## config.mk

```make
export PLATFORM = sky130hd
export DESIGN_NAME = dofd_decoder
export DESIGN_NICKNAME = d
export VERILOG_FILES = /design/src/include/dofd_pkg.sv /design/src/logic/dofd_prefetch_map.sv /design/src/logic/dofd_decoder.sv
export VERILOG_INCLUDE_DIRS = /design/src /design/src/include
export SDC_FILE = /design/constraint.sdc
export NUM_CORES = 1
export LEC_CHECK = 0
export BUFFER_PORTS_ARGS = -buffer_cell sky130_fd_sc_hd__buf_2
export CAP_MARGIN = 5
export CORE_AREA = 2 2 83 105
export DETAILED_ROUTE_END_ITERATION = 10
export DIE_AREA = 0 0 85 107
export PLACE_DENSITY = 0.8
export SLEW_MARGIN = 20
export SYNTH_ARGS = -nofsm -noshare
export SYNTH_HDL_FRONTEND = slang
export SYNTH_HIERARCHICAL = 1
export SYNTH_SLANG_ARGS = --single-unit
```

## constraint.sdc

```tcl
create_clock -name mclk_i -period 2.33 [get_ports mclk_i]
set_clock_uncertainty 0.15 [all_clocks]
set_input_delay 0.1165 -clock mclk_i [delete_from_list [all_inputs] [get_ports mclk_i]]
set_output_delay 0.1165 -clock mclk_i [all_outputs]
set_load 0.05 [all_outputs]
```

## src/include/dofd_defs.svh

```systemverilog
`ifndef DOFD_DEFS_SVH
`define DOFD_DEFS_SVH

// ----------------------------------------------------------------------------
// Multiply pair selector codes
// ----------------------------------------------------------------------------
`define DOFD_MPAIR_W4_W5 3'h0
`define DOFD_MPAIR_W4_W6 3'h1
`define DOFD_MPAIR_W4_W7 3'h2
`define DOFD_MPAIR_W5_W6 3'h3
`define DOFD_MPAIR_W5_W7 3'h4
`define DOFD_MPAIR_W6_W7 3'h5

// ----------------------------------------------------------------------------
// Source addressing mode codes
// ----------------------------------------------------------------------------
`define DOFD_SM_DIRECT 3'h0
`define DOFD_SM_IND 3'h1
`define DOFD_SM_POSTDEC 3'h2
`define DOFD_SM_POSTINC 3'h3
`define DOFD_SM_PREDEC 3'h4
`define DOFD_SM_PREINC 3'h5
`define DOFD_SM_BASEOFS 3'h6

// ----------------------------------------------------------------------------
// Working register numbers
// ----------------------------------------------------------------------------
`define DOFD_W0 4'h0
`define DOFD_W4 4'h4
`define DOFD_W5 4'h5
`define DOFD_W6 4'h6
`define DOFD_W7 4'h7
`define DOFD_W8 4'h8
`define DOFD_W9 4'h9
`define DOFD_W10 4'ha
`define DOFD_W11 4'hb
`define DOFD_W12 4'hc

// ----------------------------------------------------------------------------
// Prefetch selector codes and post-modify steps (two's complement bytes)
// ----------------------------------------------------------------------------
`define DOFD_PF_HALF 4'h7
`define DOFD_PF_OFS 4'he
`define DOFD_PF_NONE 4'hf
`define DOFD_STEP_P6 8'h06
`define DOFD_STEP_P4 8'h04
`define DOFD_STEP_P2 8'h02
`define DOFD_STEP_0 8'h00
`define DOFD_STEP_M6 8'hfa
`define DOFD_STEP_M4 8'hfc
`define DOFD_STEP_M2 8'hfe

`endif

```

## src/include/dofd_pkg.sv

```systemverilog
`default_nettype none

package dofd_pkg;

  // Decoded addressing form of a register operand
  typedef enum logic [2:0] {
    DOFD_AM_DIRECT,
    DOFD_AM_IND,
    DOFD_AM_POSTDEC,
    DOFD_AM_POSTINC,
    DOFD_AM_PREDEC,
    DOFD_AM_PREINC,
    DOFD_AM_BASEOFS
  } dofd_amode_e;

  // Raw operand fields from the fetch stage
  typedef struct packed {
    logic is_dsp_mul;
    logic [2:0] mul_sel;
    logic is_file_op;
    logic [2:0] src_mode;
    logic [3:0] src_reg;
    logic [3:0] dst_reg;
    logic is_acc_src;
    logic [2:0] acc_mode;
    logic [3:0] acc_reg;
    logic [3:0] acc_base;
    logic [3:0] x_sel;
    logic [1:0] x_dst;
    logic [3:0] y_sel;
    logic [1:0] y_dst;
  } dofd_fields_s;

  // One prefetch channel request
  typedef struct packed {
    logic rd_en;
    logic [3:0] ptr;
    logic ofs_en;
    logic [3:0] ofs_reg;
    logic upd_en;
    logic [7:0] step;
    logic wb_en;
    logic [3:0] dst;
  } dofd_pf_s;

  // Decoded operand bundle for address generation and datapath
  typedef struct packed {
    logic mul_en;
    logic [3:0] mul_a;
    logic [3:0] mul_b;
    logic file_en;
    logic [3:0] file_reg;
    dofd_amode_e src_am;
    logic [3:0] src_reg;
    logic [3:0] dst_reg;
    logic acc_en;
    dofd_amode_e acc_am;
    logic [3:0] acc_reg;
    logic [3:0] acc_base;
    dofd_pf_s x_pf;
    dofd_pf_s y_pf;
  } dofd_result_s;

  // Illegal field flags
  typedef struct packed {
    logic mul_bad;
    logic src_bad;
    logic acc_bad;
  } dofd_err_s;

endpackage : dofd_pkg

`default_nettype wire

```

## src/logic/dofd_prefetch_map.sv

```systemverilog
`timescale 1ns/100ps
`default_nettype none
`include "dofd_defs.svh"

// ----------------------------------------------------------------------------
// One prefetch channel: selector to pointer, modify and destination
// ----------------------------------------------------------------------------
module dofd_prefetch_map
  import dofd_pkg::*;
#(
  parameter logic [3:0] PTR_LO = `DOFD_W8,
  parameter logic [3:0] PTR_HI = `DOFD_W9
) (
  input wire logic [3:0] sel_i,
  input wire logic [1:0] dst_i,
  output dofd_pf_s pf_o
);

  logic [3:0] step_idx;

  // Low seven codes use the first pointer, next seven the second
  assign step_idx = (sel_i < `DOFD_PF_HALF) ? sel_i : (sel_i - `DOFD_PF_HALF);

  // Map selector; the none code leaves every enable low
  always_comb begin
    pf_o = '0;
    if (sel_i != `DOFD_PF_NONE) begin
      pf_o.rd_en = 1'b1;
      pf_o.wb_en = 1'b1;
      pf_o.dst = `DOFD_W4 + {2'h0, dst_i};
      if (sel_i == `DOFD_PF_OFS) begin
        pf_o.ptr = PTR_HI;
        pf_o.ofs_en = 1'b1;
        pf_o.ofs_reg = `DOFD_W12;
      end else begin
        pf_o.ptr = (sel_i < `DOFD_PF_HALF) ? PTR_LO : PTR_HI;
        pf_o.upd_en = (step_idx != 4'h3);
        case (step_idx)
          4'h0: pf_o.step = `DOFD_STEP_P6;
          4'h1: pf_o.step = `DOFD_STEP_P4;
          4'h2: pf_o.step = `DOFD_STEP_P2;
          4'h4: pf_o.step = `DOFD_STEP_M6;
          4'h5: pf_o.step = `DOFD_STEP_M4;
          4'h6: pf_o.step = `DOFD_STEP_M2;
          default: pf_o.step = `DOFD_STEP_0;
        endcase
      end
    end
  end

endmodule : dofd_prefetch_map
`default_nettype wire

```

## src/logic/dofd_decoder.sv

```systemverilog
`timescale 1ns/100ps
`default_nettype none
`include "dofd_defs.svh"

// Behaviour
// - Multiply pairs: six distinct pairs of W4-W7
// - Register selectors reach all sixteen working registers
// - File operations always imply working register zero
// - Source: direct, indirect, pre/post modified indirect
// - Accumulator source: modified indirect, base plus offset
// - X prefetch: W8/W9 steps, W9+W12, none
// - Y prefetch: W10/W11 steps, W11+W12, none
// - X prefetch data lands in W4-W7
// - Y prefetch data lands in W4-W7
module dofd_decoder
  import dofd_pkg::*;
(
  input wire logic mclk_i,
  input wire logic rst_i,
  input wire logic dec_valid_i,
  input wire dofd_fields_s fields_i,
  output logic dec_valid_o,
  output dofd_result_s result_o,
  output dofd_err_s err_o,
  output logic illegal_o
);

  // --------------------------------------------------------------------------
  // Combinational decode
  // --------------------------------------------------------------------------
  dofd_result_s result_next;
  dofd_err_s err_next;
  dofd_pf_s x_pf;
  dofd_pf_s y_pf;
  logic [3:0] mul_a_next;
  logic [3:0] mul_b_next;
  logic mul_ok;
  dofd_amode_e src_am_next;
  logic src_ok;
  dofd_amode_e acc_am_next;
  logic acc_ok;

  // --------------------------------------------------------------------------
  // Prefetch channels
  // --------------------------------------------------------------------------
  // One mapper per data space; only the pointer pair differs
  dofd_prefetch_map #(
    .PTR_LO(`DOFD_W8),
    .PTR_HI(`DOFD_W9)
  ) u_x_map (
    .sel_i(fields_i.x_sel),
    .dst_i(fields_i.x_dst),
    .pf_o(x_pf)
  );

  dofd_prefetch_map #(
    .PTR_LO(`DOFD_W10),
    .PTR_HI(`DOFD_W11)
  ) u_y_map (
    .sel_i(fields_i.y_sel),
    .dst_i(fields_i.y_dst),
    .pf_o(y_pf)
  );

  // --------------------------------------------------------------------------
  // Multiply pair
  // --------------------------------------------------------------------------
  // Square pairs are a different instruction class, so equal registers
  // never come out of this table
  // An illegal code still leaves a legal pair on the bus; the cleared
  // enable is what keeps the datapath from using it
  always_comb begin
    mul_ok = 1'b1;
    mul_a_next = `DOFD_W4;
    mul_b_next = `DOFD_W5;
    case (fields_i.mul_sel)
      `DOFD_MPAIR_W4_W5: begin
        mul_a_next = `DOFD_W4;
        mul_b_next = `DOFD_W5;
      end
      `DOFD_MPAIR_W4_W6: begin
        mul_a_next = `DOFD_W4;
        mul_b_next = `DOFD_W6;
      end
      `DOFD_MPAIR_W4_W7: begin
        mul_a_next = `DOFD_W4;
        mul_b_next = `DOFD_W7;
      end
      `DOFD_MPAIR_W5_W6: begin
        mul_a_next = `DOFD_W5;
        mul_b_next = `DOFD_W6;
      end
      `DOFD_MPAIR_W5_W7: begin
        mul_a_next = `DOFD_W5;
        mul_b_next = `DOFD_W7;
      end
      `DOFD_MPAIR_W6_W7: begin
        mul_a_next = `DOFD_W6;
        mul_b_next = `DOFD_W7;
      end
      default: begin
        mul_ok = 1'b0;
      end
    endcase
  end

  // --------------------------------------------------------------------------
  // General source addressing
  // --------------------------------------------------------------------------
  always_comb begin
    src_ok = 1'b1;
    case (fields_i.src_mode)
      `DOFD_SM_DIRECT: src_am_next = DOFD_AM_DIRECT;
      `DOFD_SM_IND: src_am_next = DOFD_AM_IND;
      `DOFD_SM_POSTDEC: src_am_next = DOFD_AM_POSTDEC;
      `DOFD_SM_POSTINC: src_am_next = DOFD_AM_POSTINC;
      `DOFD_SM_PREDEC: src_am_next = DOFD_AM_PREDEC;
      `DOFD_SM_PREINC: src_am_next = DOFD_AM_PREINC;
      default: begin
        src_am_next = DOFD_AM_DIRECT;
        src_ok = 1'b0;
      end
    endcase
  end

  // --------------------------------------------------------------------------
  // Accumulator source addressing
  // --------------------------------------------------------------------------
  // Plain direct and plain indirect codes are refused here; a refused code
  // still puts plain indirect on the bus, and the cleared enable stops its use
  always_comb begin
    acc_ok = 1'b1;
    case (fields_i.acc_mode)
      `DOFD_SM_POSTDEC: acc_am_next = DOFD_AM_POSTDEC;
      `DOFD_SM_POSTINC: acc_am_next = DOFD_AM_POSTINC;
      `DOFD_SM_PREDEC: acc_am_next = DOFD_AM_PREDEC;
      `DOFD_SM_PREINC: acc_am_next = DOFD_AM_PREINC;
      `DOFD_SM_BASEOFS: acc_am_next = DOFD_AM_BASEOFS;
      default: begin
        acc_am_next = DOFD_AM_IND;
        acc_ok = 1'b0;
      end
    endcase
  end

  // --------------------------------------------------------------------------
  // Result assembly
  // --------------------------------------------------------------------------
  // A refused multiply or accumulator field drops its enable so nothing downstream acts on it; a refused source only raises src_bad
  always_comb begin
    result_next = '0;
    result_next.mul_en = fields_i.is_dsp_mul & mul_ok;
    result_next.mul_a = mul_a_next;
    result_next.mul_b = mul_b_next;
    result_next.file_en = fields_i.is_file_op;
    result_next.file_reg = `DOFD_W0;
    result_next.src_am = src_am_next;
    result_next.src_reg = fields_i.src_reg;
    result_next.dst_reg = fields_i.dst_reg;
    result_next.acc_en = fields_i.is_acc_src & acc_ok;
    result_next.acc_am = acc_am_next;
    result_next.acc_reg = fields_i.acc_reg;
    // Base register reads as zero unless the base form is chosen, so a
    // stale field never reaches the address adder
    result_next.acc_base = (acc_am_next == DOFD_AM_BASEOFS) ? fields_i.acc_base : 4'h0;
    // Prefetch only exists in the multiply class; none keeps all off
    if (fields_i.is_dsp_mul) begin
      result_next.x_pf = x_pf;
      result_next.y_pf = y_pf;
    end
  end

  // --------------------------------------------------------------------------
  // Error flags
  // --------------------------------------------------------------------------
  // Only a field that the instruction class uses can raise an error, so a
  // stray code in an unused field never flags a legal instruction
  always_comb begin
    err_next = '0;
    err_next.mul_bad = fields_i.is_dsp_mul & ~mul_ok;
    err_next.acc_bad = fields_i.is_acc_src & ~acc_ok;
    err_next.src_bad = ~fields_i.is_acc_src & ~fields_i.is_file_op & ~src_ok;
  end

  // --------------------------------------------------------------------------
  // Output registers
  // --------------------------------------------------------------------------
  // Valid strobe follows the request by one cycle
  always_ff @(posedge mclk_i) begin
    if (rst_i) begin
      dec_valid_o <= 1'b0;
    end else begin
      dec_valid_o <= dec_valid_i;
    end
  end

  // Result is held between requests so the datapath can sample late;
  // costs a wide enable mux but saves a capture stage downstream
  always_ff @(posedge mclk_i) begin
    if (rst_i) begin
      result_o <= '0;
    end else if (dec_valid_i) begin
      result_o <= result_next;
    end
  end

  // Error flags are cleared to zero on cycles with no request
  always_ff @(posedge mclk_i) begin
    if (rst_i) begin
      err_o <= '0;
      illegal_o <= 1'b0;
    end else if (dec_valid_i) begin
      err_o <= err_next;
      illegal_o <= |err_next;
    end else begin
      err_o <= '0;
      illegal_o <= 1'b0;
    end
  end

endmodule : dofd_decoder
`default_nettype wire

```

==> impl_metrics.json, run 1 <==
{
  "tightest_slew_ps": 1046,
  "drive_gt1_frac": 0.2890,
  "synth_cells": 477,
  "io_pins": 133,
  "pre_cts_slack_ps": 346.4,
  "cts_made_buffers": 9,
  "setup_slack_ps": 347.2,
  "cap_viol_max_count": 0,
  "fmax_mhz": 504.3,
  "async_flop_share": 0,
  "synth_seq_cells": 83,
  "end_kind": "flop",
  "min_period_ps": 1983,
  "synthSimpleGateAreaFrac": 0.2458,
  "setup_violations": 0,
  "synth_top_family_by_area": "simple AND/OR/NAND/NOR gates",
  "die_area_sq_um": 9095,
  "grt_start_max_net_pins": 89,
  "synth_edf_count": 0,
  "power_mw": 3.244,
  "required_ps": 2480,
  "htree_levels": 3,
  "ctsResizeCount": 0,
  "ir_worst_vdd_mv": 0.4451,
  "syn_avg_cell_area_sq_um": 8.685,
  "finalSetupTns_ps": 0,
  "drt-initial-drc-count": 128,
  "max_slew_margin": 0.3023,
  "worst_ep_arrival_time_ps": 2130,
  "status": "finished, final reports clean",
  "drv_slew": 0,
  "cts_tree": "yes",
  "die_h_um": 107,
  "hold_viol": 0,
  "pwr_density_cell_nw_per_um2": 647.9,
  "layout_commonest_cell": "buf_2",
  "cts_buffer_depth": 2,
  "viasPerCell": 5.067,
  "synth_mux_area_frac": 0.04379,
  "wl_um": 9751,
  "cts-root-buf": "clkbuf_8",
  "start_kind": "primary input",
  "grt_overflow_total": 0,
  "post-route-period-util": 0.8510,
  "syn_area_sq_um": 4143,
  "cp_max_fo": 4,
  "diodes": 0,
  "grt_pass1_vias": 3246,
  "synth.yosys.seq_area_share": 0.4011,
  "place_hpwl_um": 5583,
  "row_count": 37,
  "nets": 647,
  "antenna_found_initial": 0,
  "place.gp.congestion": 0.8036,
  "die_w_um": 85,
  "detail-route-antenna-nets": 0,
  "clock_latency_ps": 350,
  "synth_fa_ha_area_frac": 0.02114,
  "rsz0062_at_grt": "no",
  "clkTransAtPathRegs_ps": 80,
  "synth-compound-area-share": 0.1432,
  "fp.coreArea_sq_um": 8102,
  "worst-setup-path-type": "primary input to flop",
  "yosys.area_share.xor_xnor": 0.008457,
  "num_vias": 3542,
  "grt_pass1_wl_um": 15420,
  "initial_core_util": 0.5114,
  "final_cell_mix": "126 x buf_2, 83 x dfxtp_1, 74 x nor2_1",
  "synth_warnings": 6,
  "drt_first_pass_iters": 4,
  "numPortBuffers": 126,
  "wire_per_inst_um": 13.95,
  "regToRegSetupSlack_ps": 930,
  "cts_sinks": 83,
  "post-route-drc-count": 0,
  "area_growth_pct": 20.87,
  "fillCellCount": 670,
  "postCtsSetupBuffers": 0,
  "yosysUniqueCellTypes": 54,
  "leakage_nw": 2.403,
  "ys.flop_type": "dfxtp_1",
  "grt_usage": 0.2107,
  "min_path_type": "primary input to flop"
}
[cells in the mapped netlist (all sizes together), types with 2 or more instances]
| library cell | n | area [sq um] |
|---|---|---|
| o31ai | 2 | 15.01 |
| clkbuf | 10 | 37.54 |
| a21oi | 63 | 356.6 |
| nor2 | 84 | 340.3 |
| a211oi | 3 | 22.52 |
| and2b | 9 | 67.56 |
| nand2b | 7 | 43.79 |
| dfxtp | 83 | 1662 |
| xnor2 | 4 | 35.03 |
| buf | 59 | 498.0 |
| o32ai | 2 | 17.52 |
| nand3 | 8 | 40.04 |
| a21o | 3 | 22.52 |
| nand2 | 15 | 56.30 |
| conb | 3 | 11.26 |
| and2 | 8 | 53.81 |
| and3 | 3 | 20.02 |
| nor2b | 50 | 335.3 |
| inv | 5 | 18.77 |
| a22oi | 2 | 15.01 |
| ha | 7 | 87.58 |
| o22ai | 2 | 12.51 |
| mux2i | 17 | 170.2 |
| o21ai | 10 | 53.80 |
[final cells by class]
class | instances | area (sq um) | share of cell area
well taps | 97 | 121.4 | 0.02424
clock buffers | 10 | 127.6 | 0.02549
flip-flops and latches | 83 | 1662 | 0.3318
multi-input cells | 334 | 1981 | 0.3956
clock inverters | 6 | 66.31 | 0.01324
inverters | 5 | 18.77 | 0.003748
repair buffers | 164 | 1031 | 0.2059
[report_power, final]
part | switching [mW] | total (mW) | internal, mW
Sequential | 0.0279 | 1.51 | 1.48
Clock | 0.529 | 1.03 | 0.498
Combinational | 0.482 | 0.711 | 0.229
[per-stage QoR]
stage / hold WS, ps / area, sq um / utilization / cells
global placement: 195.9 / 4453 / 0.5497 / 647
CTS: 16.35 / 5007 / 0.6181 / 699
finish: 39.24 / 5007 / 0.6181 / 699
detailed placement: 206.8 / 4453 / 0.5497 / 647
floorplan: 103.9 / 4195 / - / 491
global route: 56.36 / 5007 / 0.6181 / 699
[worst paths after layout]
check,cells after the start,to,start
worst max-delay path,7,result_o[68],fields_i[34]
worst max register to register,3,result_o[68],result_o[68]
worst min register to register,2,result_o[81],result_o[81]
worst min-delay path,4,result_o[69],fields_i[33]
[registers in the layout (all words and copies together) (netlist names)]
signal	count
dec_valid_o	1
err_o	3
result_o	78
illegal_o	1
[worst max-delay path, stage by stage]
cell and delay [ps]:
dlygate4sd3_1 530, buf_2 150, ha_1 290, o21ai_0 100, o21ai_0 140, a211oi_1 230, dlygate4sd3_1 570
[logic make-up (layout without fill, tap and decap cells)]
kind of cell	count (synthesis)	in the layout
fa+ha+maj	7	7
buf+inv	74	185
other cells	3	17
flops	83	83
xor+xnor	4	4
compound gates	96	96
mux	18	18
simple gates	192	192
[per-layer routing]
| layer | routed length [um] | share of wire | vias up | global-route usage |
|---|---|---|---|---|
| met5 | 0 | 0 | - | 0 |
| met4 | 245 | 0.025 | 0 | 0.1077 |
| met3 | 574 | 0.059 | 19 | 0.03695 |
| met2 | 4805 | 0.49 | 126 | 0.3605 |
| met1 | 4126 | 0.42 | 1639 | 0.2506 |
| li1 | - | - | 1758 | - |
[what timing repair did]
action	in CTS	in global routing
endpoints found under the setup margin	0	0
endpoints found under the hold margin	35	0
hold buffers	36	0
Note: power is estimated with default switching activity, not from simulation.
==> inputs of run 2 (changes only) <==
--- a/config.mk
+++ b/config.mk
@@ -6,12 +6,13 @@
 export SDC_FILE = /design/constraint.sdc
 export NUM_CORES = 1
 export LEC_CHECK = 0
+export ABC_AREA = 1
 export BUFFER_PORTS_ARGS = -buffer_cell sky130_fd_sc_hd__buf_2
 export CAP_MARGIN = 5
-export CORE_AREA = 2 2 83 105
+export CORE_AREA = 2 2 81 102
 export DETAILED_ROUTE_END_ITERATION = 10
-export DIE_AREA = 0 0 85 107
-export PLACE_DENSITY = 0.8
+export DIE_AREA = 0 0 83 104
+export PLACE_DENSITY = 0.79
 export SLEW_MARGIN = 20
 export SYNTH_ARGS = -nofsm -noshare
 export SYNTH_HDL_FRONTEND = slang
==> run 2 against run 1 <==
Against the previous run:
- global-route usage grew 0.94 points
- clock power is 7% higher
- synthesized area is 8.5% lower
- sequential share of layout area is 1.2 points higher
- non-clock buffer count grew 6
- routed wire length down 2.7%
- final area shrank 3.5%
- maximum frequency grew 10%
- worst setup slack gained 180 ps
- synthesized cell count up 11%
- largest cell class is now registers
- highest routed layer unchanged
==> impl_metrics.json, run 2 <==
{
  "io_pins": 133,
  "min_period_ps": 1803,
  "setup_violations": 0,
  "end_kind": "flop",
  "layoutNonFillerInstCount": 762,
  "grt_usage": 0.2202,
  "largest_reg_flops": 78,
  "layout_commonest_cell": "nand2_1",
  "final_cell_mix": "153 x nand2_1, 126 x buf_2, 83 x dfxtp_1",
  "place_hpwl_um": 6269,
  "drt-initial-drc-count": 173,
  "grt_util_met3": 0.04841,
  "postCtsSetupBuffers": 0,
  "fillCellCount": 664,
  "synth_top_family_by_area": "simple AND/OR/NAND/NOR gates",
  "synth-compound-area-share": 0.1178,
  "worst_ep_arrival_time_ps": 1900,
  "cts_sinks": 83,
  "post-route-util": 0.6270,
  "ys.flop_type": "dfxtp_1",
  "numPortBuffers": 126,
  "synth_area_leaders": "dfxtp_1 44%, nand2_1 15%, buf_4 8.1%",
  "grt_start_max_net_pins": 35,
  "grt_overflow_total": 0,
  "place_area_sq_um": 4230,
  "place.gp.congestion": 0.8164,
  "synth_warnings": 6,
  "grt.met2_usage": 0.3929,
  "post-route-drc-count": 0,
  "ir_worst_vdd_mv": 0.5641,
  "antenna_found_initial": 0,
  "status": "finished, final reports clean",
  "final_area_sq_um": 4830,
  "clock_latency_ps": 340,
  "row_count": 36,
  "yosys.area.top_type": "dfxtp_1",
  "finalSetupTns_ps": 0,
  "async_flop_share": 0,
  "netlist.area_leader.share": 0.4383,
  "synthSimpleGateAreaFrac": 0.2743,
  "cts_tree": "yes",
  "detail-route-antenna-nets": 0,
  "syn_avg_cell_area_sq_um": 7.180,
  "top_usage_layer": "met2",
  "num_vias": 3646,
  "worst-setup-path-type": "primary input to flop",
  "cts-root-buf": "clkbuf_8",
  "power_mw": 3.345,
  "dp.cells": 707,
  "drive_gt1_frac": 0.2489,
  "fp.coreArea_sq_um": 7702,
  "drv_slew": 0,
  "die_w_um": 83,
  "synth_mux_area_frac": 0,
  "post-route-period-util": 0.7738,
  "yosys.area_share.xor_xnor": 0,
  "reg.largest.list": "result_o (78), err_o (3)",
  "hold_viol": 0,
  "synth_seq_cells": 83,
  "yosysUniqueCellTypes": 24,
  "cap_viol_max_count": 0,
  "grt_pass1_vias": 3453,
  "fmax_mhz": 554.6,
  "synth_common_cells": "153 x nand2_1, 83 x dfxtp_1, 60 x a21oi_1",
  "multi_input_area_sq_um": 1638,
  "synth_edf_count": 0,
  "synth_cells": 528,
  "leakage_nw": 2.466,
  "die_h_um": 104,
  "viasPerCell": 4.785,
  "start_kind": "primary input",
  "nets": 712,
  "cts_buffer_depth": 2,
  "drt_first_pass_iters": 5,
  "area_growth_pct": 27.39,
  "clkTransAtPathRegs_ps": 80,
  "syn_area_sq_um": 3791,
  "wire_per_inst_um": 12.45,
  "htree_levels": 3,
  "seq_area_sq_um": 1662,
  "diodes": 0,
  "min_path_type": "primary input to flop",
  "cts_made_buffers": 9,
  "pwr_density_cell_nw_per_um2": 692.7,
  "grt_pass1_wl_um": 15730,
  "grt_use_met1": 0.2500,
  "initial_core_util": 0.4922,
  "rsz0062_at_grt": "no",
  "cp_max_fo": 3,
  "required_ps": 2430,
  "yosysMostFrequentCell": "nand2_1",
  "regMostFlops": "result_o",
  "die_area_sq_um": 8632,
  "synth_fa_ha_area_frac": 0.02310,
  "wl_um": 9488,
  "synth.yosys.seq_area_share": 0.4383
}
[run 2: cell count changes after synthesis, moves of 14 or more]
cell / before / now
nand2_1: 15 / 153
nor2b_1: 47 / 0
inv_1: 5 / 30
mux2i_1: 17 / 0
nor2_1: 74 / 57
o21ai_0: 6 / 23
nand3_1: 8 / 22
[run 2: per-layer routing]
metal / share of wire / wire (um)
met2: 0.51 / 4861
met4: 0.011 / 100
met1: 0.42 / 3951
met3: 0.060 / 574
met5: 0 / 0
[run 2: timing repair]
| action | CTS | global route |
|---|---|---|
| hold buffers | 39 | 0 |
| endpoints found under the hold margin | 33 | 0 |
| resized for setup | 0 | 0 |
[run 2: cells by family after synthesis]
logic type | Yosys count
other | 3
buffers and inverters | 96
and+or+nand+nor | 251
DFF | 83
adders and majority gates | 7
AOI/OAI and AO/OA | 88
[run 2: through the flow]
step	hold slack (ps)	worst slack [ps]
final	23.05	526.9
after global routing	52.48	392.4
after CTS	4.273	550.3
after detailed placement	196.7	543.6
after global placement	190.2	628.4
after floorplan	97.79	798.2
[run 2: cell type report]
type,count,share of cell area
Clock inverter,5,0.01606
Multi-Input combinational cell,363,0.3391
Clock buffer,11,0.02720
Tap cell,95,0.02461
Sequential cell,83,0.3440
Inverter,35,0.02720
Timing Repair Buffer,170,0.2218
[run 2: worst paths after layout]
check / startpoint / to / slack (ps) / depth (start not counted)
max reg2reg: result_o[63] / result_o[63] / 980 / 3
max: fields_i[34] / result_o[68] / 530 / 9
min reg2reg: result_o[5] / result_o[5] / 310 / 2
min: dec_valid_i / result_o[77] / 20 / 3
[run 2: power breakdown]
part	switching (mW)	internal, mW	leakage (nW)
combinational	0.517	0.206	1.68
sequential	0.0343	1.49	0.681
clock	0.500	0.601	0.103
total	1.05	2.29	2.47
[run 2: worst max-delay path, cell delays in order]
cell	delay (ps)
dlygate4sd3_1	530
buf_2	140
ha_1	280
nand2_1	50
nand2_1	50
o21ai_0	80
nand3_1	70
dlygate4sd3_1	540
nand2_1	50
